**config.mk**
```make
export PLATFORM = sky130hd
export DESIGN_NAME = pcp_parser
export DESIGN_NICKNAME = d
export VERILOG_FILES = /design/src/pcp_pkg.sv /design/src/pcp_parser.sv
export SDC_FILE = /design/constraint.sdc
export NUM_CORES = 2
export LEC_CHECK = 0
export BUFFER_PORTS_ARGS = -buffer_cell sky130_fd_sc_hd__buf_2
export CAP_MARGIN = 20
export CORE_MARGIN = 5
export CORE_UTILIZATION = 55
export CTS_CLUSTER_SIZE = 10
export DETAILED_ROUTE_END_ITERATION = 8
export PLACE_DENSITY = 0.74
export SYNTH_ARGS = -nofsm -noshare
export SYNTH_HDL_FRONTEND = slang
export SYNTH_SLANG_ARGS = --single-unit
```
**constraint.sdc**
```tcl
create_clock -name clock -period 5.1 [get_ports clock]
set_clock_uncertainty 0.05 [all_clocks]
set_input_delay 0.765 -clock clock [delete_from_list [all_inputs] [get_ports clock]]
set_output_delay 0.765 -clock clock [all_outputs]
set_load 0.01 [all_outputs]
```
**src/pcp_pkg.sv**
```systemverilog
// Constants, codes and carrier types for the printer control-code parser.
// Assumes a 25 MHz core clock; all users reference names as pcp_pkg::name.
package pcp_pkg;
  localparam int CLK_NS = 40;
  localparam int ACK_NS = 5000;
  localparam int ACK_CYC = ACK_NS / CLK_NS;
  localparam int BUZZ_MS = 1000;
  localparam int BUZZ_CYC = BUZZ_MS * 1000000 / CLK_NS;
  localparam int PAGE_LINES = 66;
  localparam int MAX_COL = 132;
  localparam int TAB_PITCH = 8;
  localparam int INIT_CYC = 3;
  // Control codes
  localparam logic [7:0] C_NUL = 8'h00;
  localparam logic [7:0] C_BEL = 8'h07;
  localparam logic [7:0] C_HT = 8'h09;
  localparam logic [7:0] C_LF = 8'h0A;
  localparam logic [7:0] C_VT = 8'h0B;
  localparam logic [7:0] C_FF = 8'h0C;
  localparam logic [7:0] C_CR = 8'h0D;
  localparam logic [7:0] C_SO = 8'h0E;
  localparam logic [7:0] C_SI = 8'h0F;
  localparam logic [7:0] C_DC1 = 8'h11;
  localparam logic [7:0] C_DC2 = 8'h12;
  localparam logic [7:0] C_DC3 = 8'h13;
  localparam logic [7:0] C_DC4 = 8'h14;
  localparam logic [7:0] C_CAN = 8'h18;
  localparam logic [7:0] C_ESC = 8'h1B;
  localparam logic [7:0] C_PRINT_MIN = 8'h20;
  // Escape selectors
  localparam logic [7:0] E_ULINE = 8'h2D;
  localparam logic [7:0] E_SP8 = 8'h30;
  localparam logic [7:0] E_SP7 = 8'h31;
  localparam logic [7:0] E_SPVAR = 8'h32;
  localparam logic [7:0] E_SP216 = 8'h33;
  localparam logic [7:0] E_STORE = 8'h41;
  localparam logic [7:0] E_VTABS = 8'h42;
  localparam logic [7:0] E_HTABS = 8'h44;
  localparam logic [7:0] P_ON = 8'h01;
  localparam logic [7:0] P_OFF = 8'h00;
  // Line spacing in 1/216 inch
  localparam logic [9:0] SP_6 = 10'h024;
  localparam logic [9:0] SP_8 = 10'h01B;
  localparam logic [9:0] SP_7_72 = 10'h015;
  localparam logic [1:0] SP_72_MUL = 2'h3;
  typedef enum logic [3:0] {
    OP_CHAR, OP_PRINT, OP_FEED, OP_VTAB, OP_FORM, OP_HTAB, OP_CLEAR, OP_WIDE_LINE
  } pcp_op_e;
  typedef struct packed {
    pcp_op_e op;
    logic [9:0] arg;
    logic wide;
    logic cond;
    logic uline;
  } pcp_cmd_s;
  typedef enum logic [3:0] {
    S_IDLE = 4'h1, S_EXEC = 4'h2, S_PUSH = 4'h4, S_ACK = 4'h8
  } pcp_st_e;
  typedef enum logic [4:0] {
    CX_TEXT = 5'h01, CX_SEL = 5'h02, CX_PARM = 5'h04, CX_HLIST = 5'h08, CX_VLIST = 5'h10
  } pcp_ctx_e;
endpackage : pcp_pkg

```
**src/pcp_parser.sv**
```systemverilog
// Control-code interpreter and host-port status of a dot-matrix printer.
// Assumes host pins are asynchronous; the print engine consumes cmd on cmd_ready.
`timescale 1ns/1ps
`default_nettype none
module pcp_parser #(
  parameter int unsigned BUZZ_CYCLES = pcp_pkg::BUZZ_CYC,
  parameter int unsigned ACK_CYCLES = pcp_pkg::ACK_CYC,
  parameter int unsigned PAGE_LINES = pcp_pkg::PAGE_LINES
) (
  input wire logic clock,
  input wire logic rst,
  input wire logic clk_en,
  input wire logic strobe_n,
  input wire logic [7:0] data_in,
  input wire logic host_select_input_n,
  input wire logic select_lock_switch,
  input wire logic graphics_variant,
  input wire logic paper_end_in,
  input wire logic offline_in,
  input wire logic error_in,
  input wire logic cmd_ready,
  output logic busy,
  output logic byte_taken_pulse_n,
  output logic fault_n,
  output logic paper_out_flag,
  output logic buzzer,
  output logic cmd_valid,
  output var pcp_pkg::pcp_cmd_s cmd
);
  localparam int MC = pcp_pkg::MAX_COL;

  if (ACK_CYCLES < 1 || ACK_CYCLES > 65535 || PAGE_LINES < 2 || PAGE_LINES > 127 ||
      BUZZ_CYCLES < 1) begin : g_bad_param
    $error("pcp_parser: parameter out of range");
  end

  logic [14:0] sync1_r, sync2_r;
  logic stb_d_r;
  pcp_pkg::pcp_st_e st_r;
  pcp_pkg::pcp_ctx_e ctx_r;
  logic [7:0] byte_r, esc_cmd_r, col_r;
  logic [6:0] line_r;
  logic [15:0] ack_cnt_r;
  logic [31:0] buzz_cnt_r;
  logic [9:0] spacing_r, stored_r;
  logic stored_v_r, dw_r, cond_r, ul_r, dsel_r;
  logic [1:0] init_r;
  logic [MC:0] hstop_r, stage_r, every8;
  logic [127:0] vstop_r;
  pcp_pkg::pcp_cmd_s pend_r, skid_r;
  logic skid_v_r;

  wire stb_s = sync2_r[14];
  wire [7:0] data_s = sync2_r[13:6];
  wire sel_n_s = sync2_r[5];
  wire lock_s = sync2_r[4];
  wire gfx_s = sync2_r[3];
  wire pe_s = sync2_r[2];
  wire off_s = sync2_r[1];
  wire err_s = sync2_r[0];
  wire stb_fall = stb_d_r & ~stb_s;
  wire accept = lock_s | ~sel_n_s;
  wire stall = off_s | err_s | ~accept | (init_r != 2'h0);
  wire take = (st_r == pcp_pkg::S_IDLE) & stb_fall & ~stall;
  wire exec = clk_en & (st_r == pcp_pkg::S_EXEC);
  wire txt = (ctx_r == pcp_pkg::CX_TEXT);
  // Deselected matrix still listens, but only for the reselect code
  wire on = gfx_s | lock_s | dsel_r;
  wire buf_in_ready = ~skid_v_r;
  wire push = (st_r == pcp_pkg::S_PUSH) & buf_in_ready;
  wire [9:0] store_nxt = 10'(pcp_pkg::SP_72_MUL) * 10'(byte_r);
  wire [6:0] line_inc = (line_r == 7'(PAGE_LINES - 1)) ? 7'h00 : line_r + 7'h01;

  logic ht_found, vt_found;
  logic is_lf, emit_w;
  logic [7:0] ht_tgt;
  logic [6:0] vt_tgt;
  always_comb begin
    ht_found = 1'b0;
    ht_tgt = 8'h00;
    vt_found = 1'b0;
    vt_tgt = 7'h00;
    every8 = '0;
    // Descending scan leaves the nearest stop beyond the current position
    for (int i = MC; i >= 1; i--) begin
      every8[i] = (i % pcp_pkg::TAB_PITCH) == 0;
      if (hstop_r[i] && i > int'(col_r)) begin
        ht_found = 1'b1;
        ht_tgt = 8'(i);
      end
    end
    for (int i = 127; i >= 1; i--) begin
      if (vstop_r[i] && i > int'(line_r) && i < int'(PAGE_LINES)) begin
        vt_found = 1'b1;
        vt_tgt = 7'(i);
      end
    end
  end

  function automatic pcp_pkg::pcp_cmd_s mk(input pcp_pkg::pcp_op_e op, input logic [9:0] arg);
    // Matrix double width goes out as a line op, never per character
    mk = '{op: op, arg: arg, wide: dw_r & gfx_s, cond: cond_r, uline: ul_r};
  endfunction : mk

  always_ff @(posedge clock) begin
    if (rst) begin
      sync1_r <= '0;
      sync2_r <= '0;
      stb_d_r <= 1'b0;
    end else if (clk_en) begin
      sync1_r <= {strobe_n, data_in, host_select_input_n, select_lock_switch,
                  graphics_variant, paper_end_in, offline_in, error_in};
      sync2_r <= sync1_r;
      stb_d_r <= stb_s;
    end
  end

  always_ff @(posedge clock) begin
    if (rst) begin
      busy <= 1'b1;
      fault_n <= 1'b1;
      paper_out_flag <= 1'b0;
      buzzer <= 1'b0;
    end else if (clk_en) begin
      busy <= stall | (st_r != pcp_pkg::S_IDLE) | take;
      fault_n <= ~(pe_s | off_s | err_s);
      paper_out_flag <= pe_s;
      buzzer <= buzz_cnt_r != 32'h0;
    end
  end

  // Handshake sequencer
  always_ff @(posedge clock) begin
    if (rst) begin
      st_r <= pcp_pkg::S_IDLE;
      byte_r <= 8'h00;
      ack_cnt_r <= 16'h0000;
      byte_taken_pulse_n <= 1'b1;
      init_r <= 2'(pcp_pkg::INIT_CYC);
    end else if (clk_en) begin
      if (init_r != 2'h0) init_r <= init_r - 2'h1;
      case (st_r)
        pcp_pkg::S_IDLE: begin
          if (take) begin
            byte_r <= data_s;
            st_r <= pcp_pkg::S_EXEC;
          end
        end
        pcp_pkg::S_PUSH: begin
          if (push) st_r <= pcp_pkg::S_ACK;
        end
        pcp_pkg::S_ACK: begin
          if (ack_cnt_r == 16'(ACK_CYCLES)) begin
            byte_taken_pulse_n <= 1'b1;
            ack_cnt_r <= 16'h0000;
            st_r <= pcp_pkg::S_IDLE;
          end else begin
            byte_taken_pulse_n <= 1'b0;
            ack_cnt_r <= ack_cnt_r + 16'h0001;
          end
        end
        default: begin
          st_r <= pcp_pkg::S_ACK;
          if (emit_w) st_r <= pcp_pkg::S_PUSH;
        end
      endcase
    end
  end

  // Bytes that hand a command to the engine
  assign is_lf = txt & on & ((byte_r == pcp_pkg::C_LF) |
               ((byte_r == pcp_pkg::C_VT) & (gfx_s | ~vt_found)));
  assign emit_w = txt & on & (is_lf | (byte_r == pcp_pkg::C_VT) | (byte_r == pcp_pkg::C_FF) |
                (byte_r == pcp_pkg::C_CR) | (byte_r == pcp_pkg::C_CAN) |
                ((byte_r == pcp_pkg::C_HT) & ht_found) | ((byte_r == pcp_pkg::C_SO) & ~gfx_s) |
                (byte_r >= pcp_pkg::C_PRINT_MIN));

  // Interpreter state, updated once per taken byte, except the buzzer countdown and start-up tab stops
  always_ff @(posedge clock) begin
    if (rst) begin
      ctx_r <= pcp_pkg::CX_TEXT;
      esc_cmd_r <= 8'h00;
      col_r <= 8'h00;
      line_r <= 7'h00;
      buzz_cnt_r <= 32'h0;
      spacing_r <= pcp_pkg::SP_6;
      stored_r <= pcp_pkg::SP_6;
      {stored_v_r, dw_r, cond_r, ul_r} <= 4'h0;
      dsel_r <= 1'b1;
      hstop_r <= '0;
      stage_r <= '0;
      vstop_r <= '0;
      pend_r <= '0;
    end else if (clk_en) begin
      if (buzz_cnt_r != 32'h0) buzz_cnt_r <= buzz_cnt_r - 32'h1;
      if (init_r == 2'h1 && gfx_s) hstop_r <= every8;
      if (exec) begin
        case (ctx_r)
          pcp_pkg::CX_SEL: begin
            esc_cmd_r <= byte_r;
            ctx_r <= pcp_pkg::CX_TEXT;
            if (byte_r == pcp_pkg::E_STORE ||
                (gfx_s && (byte_r == pcp_pkg::E_ULINE || byte_r == pcp_pkg::E_SP216)))
              ctx_r <= pcp_pkg::CX_PARM;
            else if (byte_r == pcp_pkg::E_SP8) spacing_r <= pcp_pkg::SP_8;
            else if (byte_r == pcp_pkg::E_SP7) spacing_r <= pcp_pkg::SP_7_72;
            else if (byte_r == pcp_pkg::E_SPVAR)
              spacing_r <= stored_v_r ? stored_r : pcp_pkg::SP_6;
            else if (byte_r == pcp_pkg::E_HTABS || byte_r == pcp_pkg::E_VTABS) begin
              stage_r <= '0;
              ctx_r <= (byte_r == pcp_pkg::E_HTABS) ? pcp_pkg::CX_HLIST : pcp_pkg::CX_VLIST;
            end
          end
          pcp_pkg::CX_PARM: begin
            ctx_r <= pcp_pkg::CX_TEXT;
            if (esc_cmd_r == pcp_pkg::E_ULINE) begin
              if (byte_r == pcp_pkg::P_ON) ul_r <= 1'b1;
              else if (byte_r == pcp_pkg::P_OFF) ul_r <= 1'b0;
            end else if (esc_cmd_r == pcp_pkg::E_SP216) begin
              if (byte_r != 8'h00) spacing_r <= {2'h0, byte_r};
            end else if (byte_r != 8'h00) begin
              stored_r <= store_nxt;
              stored_v_r <= 1'b1;
            end
          end
          pcp_pkg::CX_HLIST, pcp_pkg::CX_VLIST: begin
            // New stops take hold only at the terminator
            if (byte_r == pcp_pkg::C_NUL) begin
              ctx_r <= pcp_pkg::CX_TEXT;
              if (ctx_r == pcp_pkg::CX_HLIST) hstop_r <= stage_r;
              else if (!gfx_s) vstop_r <= stage_r[127:0];
            end else if (int'(byte_r) <= MC) begin
              stage_r[byte_r] <= 1'b1;
            end
          end
          default: begin
            if (!on) begin
              if (byte_r == pcp_pkg::C_DC1) dsel_r <= 1'b1;
            end else if (is_lf) begin
              pend_r <= mk(pcp_pkg::OP_FEED, spacing_r);
              line_r <= line_inc;
              dw_r <= 1'b0;
            end else begin
              case (byte_r)
                pcp_pkg::C_BEL: buzz_cnt_r <= BUZZ_CYCLES;
                pcp_pkg::C_HT: begin
                  pend_r <= mk(pcp_pkg::OP_HTAB, {2'h0, ht_tgt});
                  // No stop ahead: the head stays where it is
                  if (ht_found) col_r <= ht_tgt;
                end
                pcp_pkg::C_VT: begin
                  pend_r <= mk(pcp_pkg::OP_VTAB, {3'h0, vt_tgt - line_r});
                  line_r <= vt_tgt;
                end
                pcp_pkg::C_FF: begin
                  pend_r <= mk(pcp_pkg::OP_FORM, 10'(PAGE_LINES) - {3'h0, line_r});
                  line_r <= 7'h00;
                end
                pcp_pkg::C_CR: begin
                  pend_r <= mk(pcp_pkg::OP_PRINT, 10'h000);
                  col_r <= 8'h00;
                  dw_r <= 1'b0;
                end
                pcp_pkg::C_SO: begin
                  dw_r <= 1'b1;
                  pend_r <= mk(pcp_pkg::OP_WIDE_LINE, 10'h000);
                end
                pcp_pkg::C_SI: cond_r <= 1'b1;
                pcp_pkg::C_DC2: cond_r <= 1'b0;
                pcp_pkg::C_DC3: if (!gfx_s && !lock_s) dsel_r <= 1'b0;
                pcp_pkg::C_DC4: dw_r <= 1'b0;
                pcp_pkg::C_CAN: begin
                  pend_r <= mk(pcp_pkg::OP_CLEAR, 10'h000);
                  col_r <= 8'h00;
                  dw_r <= 1'b0;
                end
                pcp_pkg::C_ESC: ctx_r <= pcp_pkg::CX_SEL;
                default: begin
                  if (byte_r >= pcp_pkg::C_PRINT_MIN) begin
                    pend_r <= mk(pcp_pkg::OP_CHAR, {2'h0, byte_r});
                    if (int'(col_r) != MC) col_r <= col_r + 8'h01;
                  end
                end
              endcase
            end
          end
        endcase
      end
    end
  end

  // Two-entry output buffer: cmd register plus a skid slot
  always_ff @(posedge clock) begin
    if (rst) begin
      cmd_valid <= 1'b0;
      cmd <= '0;
      skid_v_r <= 1'b0;
      skid_r <= '0;
    end else if (clk_en) begin
      if (cmd_ready || !cmd_valid) begin
        if (skid_v_r) begin
          cmd <= skid_r;
          skid_v_r <= 1'b0;
        end else begin
          cmd_valid <= push;
          if (push) cmd <= pend_r;
        end
      end else if (push) begin
        skid_r <= pend_r;
        skid_v_r <= 1'b1;
      end
    end
  end

  // Checks
  logic [15:0] low_len_r;
  always_ff @(posedge clock) begin
    if (rst) low_len_r <= 16'h0000;
    else if (clk_en) low_len_r <= byte_taken_pulse_n ? 16'h0000 : low_len_r + 16'h0001;
  end
endmodule : pcp_parser
`default_nettype wire

```
==> summary.md <==
| Metric | Value |
|---|---|
| Run status | finished, violations left |
| Failing checks | setup timing |
| Metal3 WL | 11.4 mm |
| Critical path's top delay family | simple AND/OR/NAND/NOR gates |
| Synth Warn # | 0 |
| Nets | 3,555 |
| Mapped Cells | 3,502 |
| Via-to-Cell Ratio | 6.84 |
| Top Ports | 42 |
| Most numerous cell on the critical path | buf_4 |
| Syn Nets | 3,564 |
| Share of layout cells above drive strength 1 | 11.0% |
| Final Instance Area | 30,800 um^2 |
| First-pass detailed-route iteration total | 6 |
| WP data arrival | 5.63 ns |
| Clock transition at path regs | 0.06 ns |
| Grt ovf | 0 |
| Syn-to-layout area delta | 11.5% |
| Synth Area per Inst | 7.88 um^2 |
| Antenna violations before repair | 4 |
| Clock Sinks | 530 |
| H-tree lvl count | 2 |
| Number of distinct library cells after synthesis | 103 |
| Most frequent cell after synthesis | nor2_1 |
| Die Y | 234 um |
| FP Rows | 82 |
| Worst R2R Start | col_r[0] |
| Fillers | 4,363 |
| Final setup vio count | 2 |
| Inserted Clock Buffers | 61 |
| Clock network fraction of total power | 46.2% |
| Unrepaired setup endpoints after global routing | no |
| #FFs+latches synth | 530 |
| Least-Margin Pin Slew | 1.34 ns |
| Crit path largest cell delay | 1.02 ns |
| CP max FO | 12 |
| Pins over their slew limit | 0 |
| Area post-placement | 28,900 um^2 |
| Start point of the critical path | col_r[0] |
| Crit path max-delay cell type | nor3_1 |
| Worst EP required | 5.47 ns |
| Largest net degree at the start of global routing | 221 |
| Pre-CTS WS | -0.0518 ns |
| Ratio of final minimum period to clock period | 103% |
| PwrDens | 274 nW/um^2 |
| First-pass GRT wire length | 165 mm |
| Max Used Layer | met5 |
| Metal2 WL | 48.3 mm |
| Flop pwr share | 49.8% |
| Crit path kind | flip-flop to flip-flop |
| DR WL/cell | 26.3 um |
| Most instantiated cells after synthesis | nor2_1, dfxtp_1, a21oi_1 |
| Initial core utilization | 55.3% |
| Lkg Pwr | 0.0114 uW |
| PortBufs | 40 |
| Power Internal | 6480 uW |
| HPWL after DPL | 78.6 mm |
| Die area | 54,700 um^2 |
| Max_cap viols | 0 |
| Final min period | 5.25 ns |
| NetSw | 1950 uW |
| Hold_sp | host_select_input_n |
| Number of DRC markers in iteration 0 | 3,895 |
| Crit path cell chain | buf_4 -> inv_1 -> ha_1 -> nor3_1 -> o211ai_1 -> nand2b_1 -> nand4b_1 -> o221ai_1 -> a2111oi_0 -> buf_4 -> o2111ai_1 -> nand3_1 -> a311oi_1 |
| WP buf/inv | 3 |
| Sequential share of the synthesized area | 38.5% |
| Max-Slew Margin vs Limit | 10.7% |
| Largest area contributor in the netlist | dfxtp_1 |
| TritonCTS clock tree | yes |
| Insertion delay to the later sink of the worst-skew pair | 0.66 ns |
| Max Clk Rate | 190 MHz |
| Core Box Area | 49,900 um^2 |
| Final hold vios | 0 |
| Power share of the combinational group | 4.0% |
| Routed met1 length | 43.0 mm |
| Crit end category | flip-flop |
| Top_reg_cell synth | dfxtp_1 |
| Yosys top cell area share | 38.5% |
| Final ANT Viol Nets | 0 |
| Min-delay worst type | input port to flip-flop |
| Post-synth EDFFs | 0 |
| Finished Layout Cells | 4,178 |
| Synth top area cells | dfxtp_1, nor2_1, a21oi_1 |
| Inst Count DP | 4,098 |
| Placer Congestion | 1.06 |
| Via count | 28,600 |
| Switch share | 23.1% |
| Peak supply drop | 305 uV |
| Vias in the first global route | 26,800 |
| DRC | 0 |
| Root buffer cell | clkbuf_16 |
| Cell Area, Synth | 27,600 um^2 |
| Overall global routing resource usage | 38.6% |
| Max Root-Sink Buffers | 3 |
| PnR worst setup slack | -0.152 ns |
| Worst setup SP type | flip-flop |
| Async SR Flop Fraction | 0% |
| Die W | 234 um |
| Detailed Route WL | 110 mm |
## layout make-up
cell class | count | area, um^2 | area share, %
diodes | 2 | 5.00 | 0.0163
clock buffers | 66 | 1570 | 5.09
clock inverters | 8 | 134 | 0.435
inverters | 63 | 236 | 0.769
multi-input cells | 2635 | 15800 | 51.3
flip-flops and latches | 530 | 10600 | 34.5
well taps | 672 | 841 | 2.73
repair buffers | 202 | 1580 | 5.14
## worst reg2reg max path: stages (launching register included)
cell	delay (ns)
dfxtp_1	0.48
buf_4	0.24
inv_1	0.14
ha_1	0.48
nor3_1	1.02
o211ai_1	0.33
nand2b_1	0.24
nand4b_1	0.10
o221ai_1	0.14
a2111oi_0	0.97
buf_4	0.26
o2111ai_1	0.10
nand3_1	0.33
a311oi_1	0.15
## power by group through the flow
stage	clock, uW	combinational (uW)	sequential [uW]
2_1_floorplan	0	240	4280
3_3_place_gp	0	310	4280
3_5_place_dp	0	323	4290
4_1_cts	3910	328	4200
5_1_grt	4080	360	4200
6_report	3890	336	4200
## sequential cells by signal, summed over array words and instances (netlist names), 10 cells and up
signal,count
stage_r,132
spacing_r,10
hstop_r,132
vstop_r,65
sync1_r,15
pend_r,16
stored_r,10
buzz_cnt_r,32
cmd,16
ack_cnt_r,16
skid_r,16
sync2_r,15
## metal layers
layer / vias to the layer above / GRT usage [%]
met5: - / 0
met1: 13700 / 50.5
met4: 4 / 20.8
met3: 409 / 8.61
li1: 12700 / -
met2: 1750 / 59.5
## cell usage in the layout, fill, tap and decap left out, types with 18 or more instances in the layout
master       n
clkbuf_16   61
dfxtp_1    526
a22oi_1    132
xor2_1      23
a31oi_1     52
o211ai_1    55
buf_4      148
o21ai_0    155
ha_1        40
o21a_1      23
nor4_1      29
a21o_1      18
nor2_1     533
nand3_1     76
nand2_1    305
and2_1      24
or3_1       30
a211oi_1    44
a21oi_1    376
inv_1       62
xnor2_1     30
nand4_1     26
nor3_1      61
mux2i_1     79
o31ai_1     18
and3_1      36
nor2b_1     33
buf_2       39
nand2b_1    32
## worst paths after layout
| kind | end | slack (ns) | depth (start not counted) |
|---|---|---|---|
| worst max-delay path | pend_r[3] | -0.15 | 13 |
| worst min-delay path | sync1_r[5] | 0.31 | 3 |
| worst max register to register | pend_r[3] | -0.15 | 13 |
| worst min register to register | byte_taken_pulse_n | 0.39 | 1 |
## logic make-up after synthesis
kind of cell,count (synthesis),synth area share [%]
AOI/OAI and AO/OA,1135,27.3
xor gates and xnor gates,53,1.68
adders and majority gates,43,2.00
buffers and inverters,337,4.85
DFF,530,38.5
muxes,80,2.91
other,1,0.0136
and+or+nand+nor,1323,22.8
## stage by stage
step           power, uW  TNS [ns]  hold WS [ns]  utilization, %
2_1_floorplan       4520         0         0.377               -
3_3_place_gp        4590   -0.0553         0.381            58.0
3_5_place_dp        4610   -0.0518         0.384            58.0
4_1_cts             8430         0         0.283            61.4
5_1_grt             8640         0         0.296            61.7
6_report            8430    -0.177         0.307            61.7
## repair_timing
action / in CTS / in global routing
endpoints found under the hold margin: 0 / 0
pin swaps: 0 / 5
hold buffers: 0 / 0
resized for setup: 2 / 22
setup buffers: 0 / 2
setup endpoints to repair: 1 / 1
cloned: 0 / 0
No activity file was read; power rests on OpenSTA's default activity.
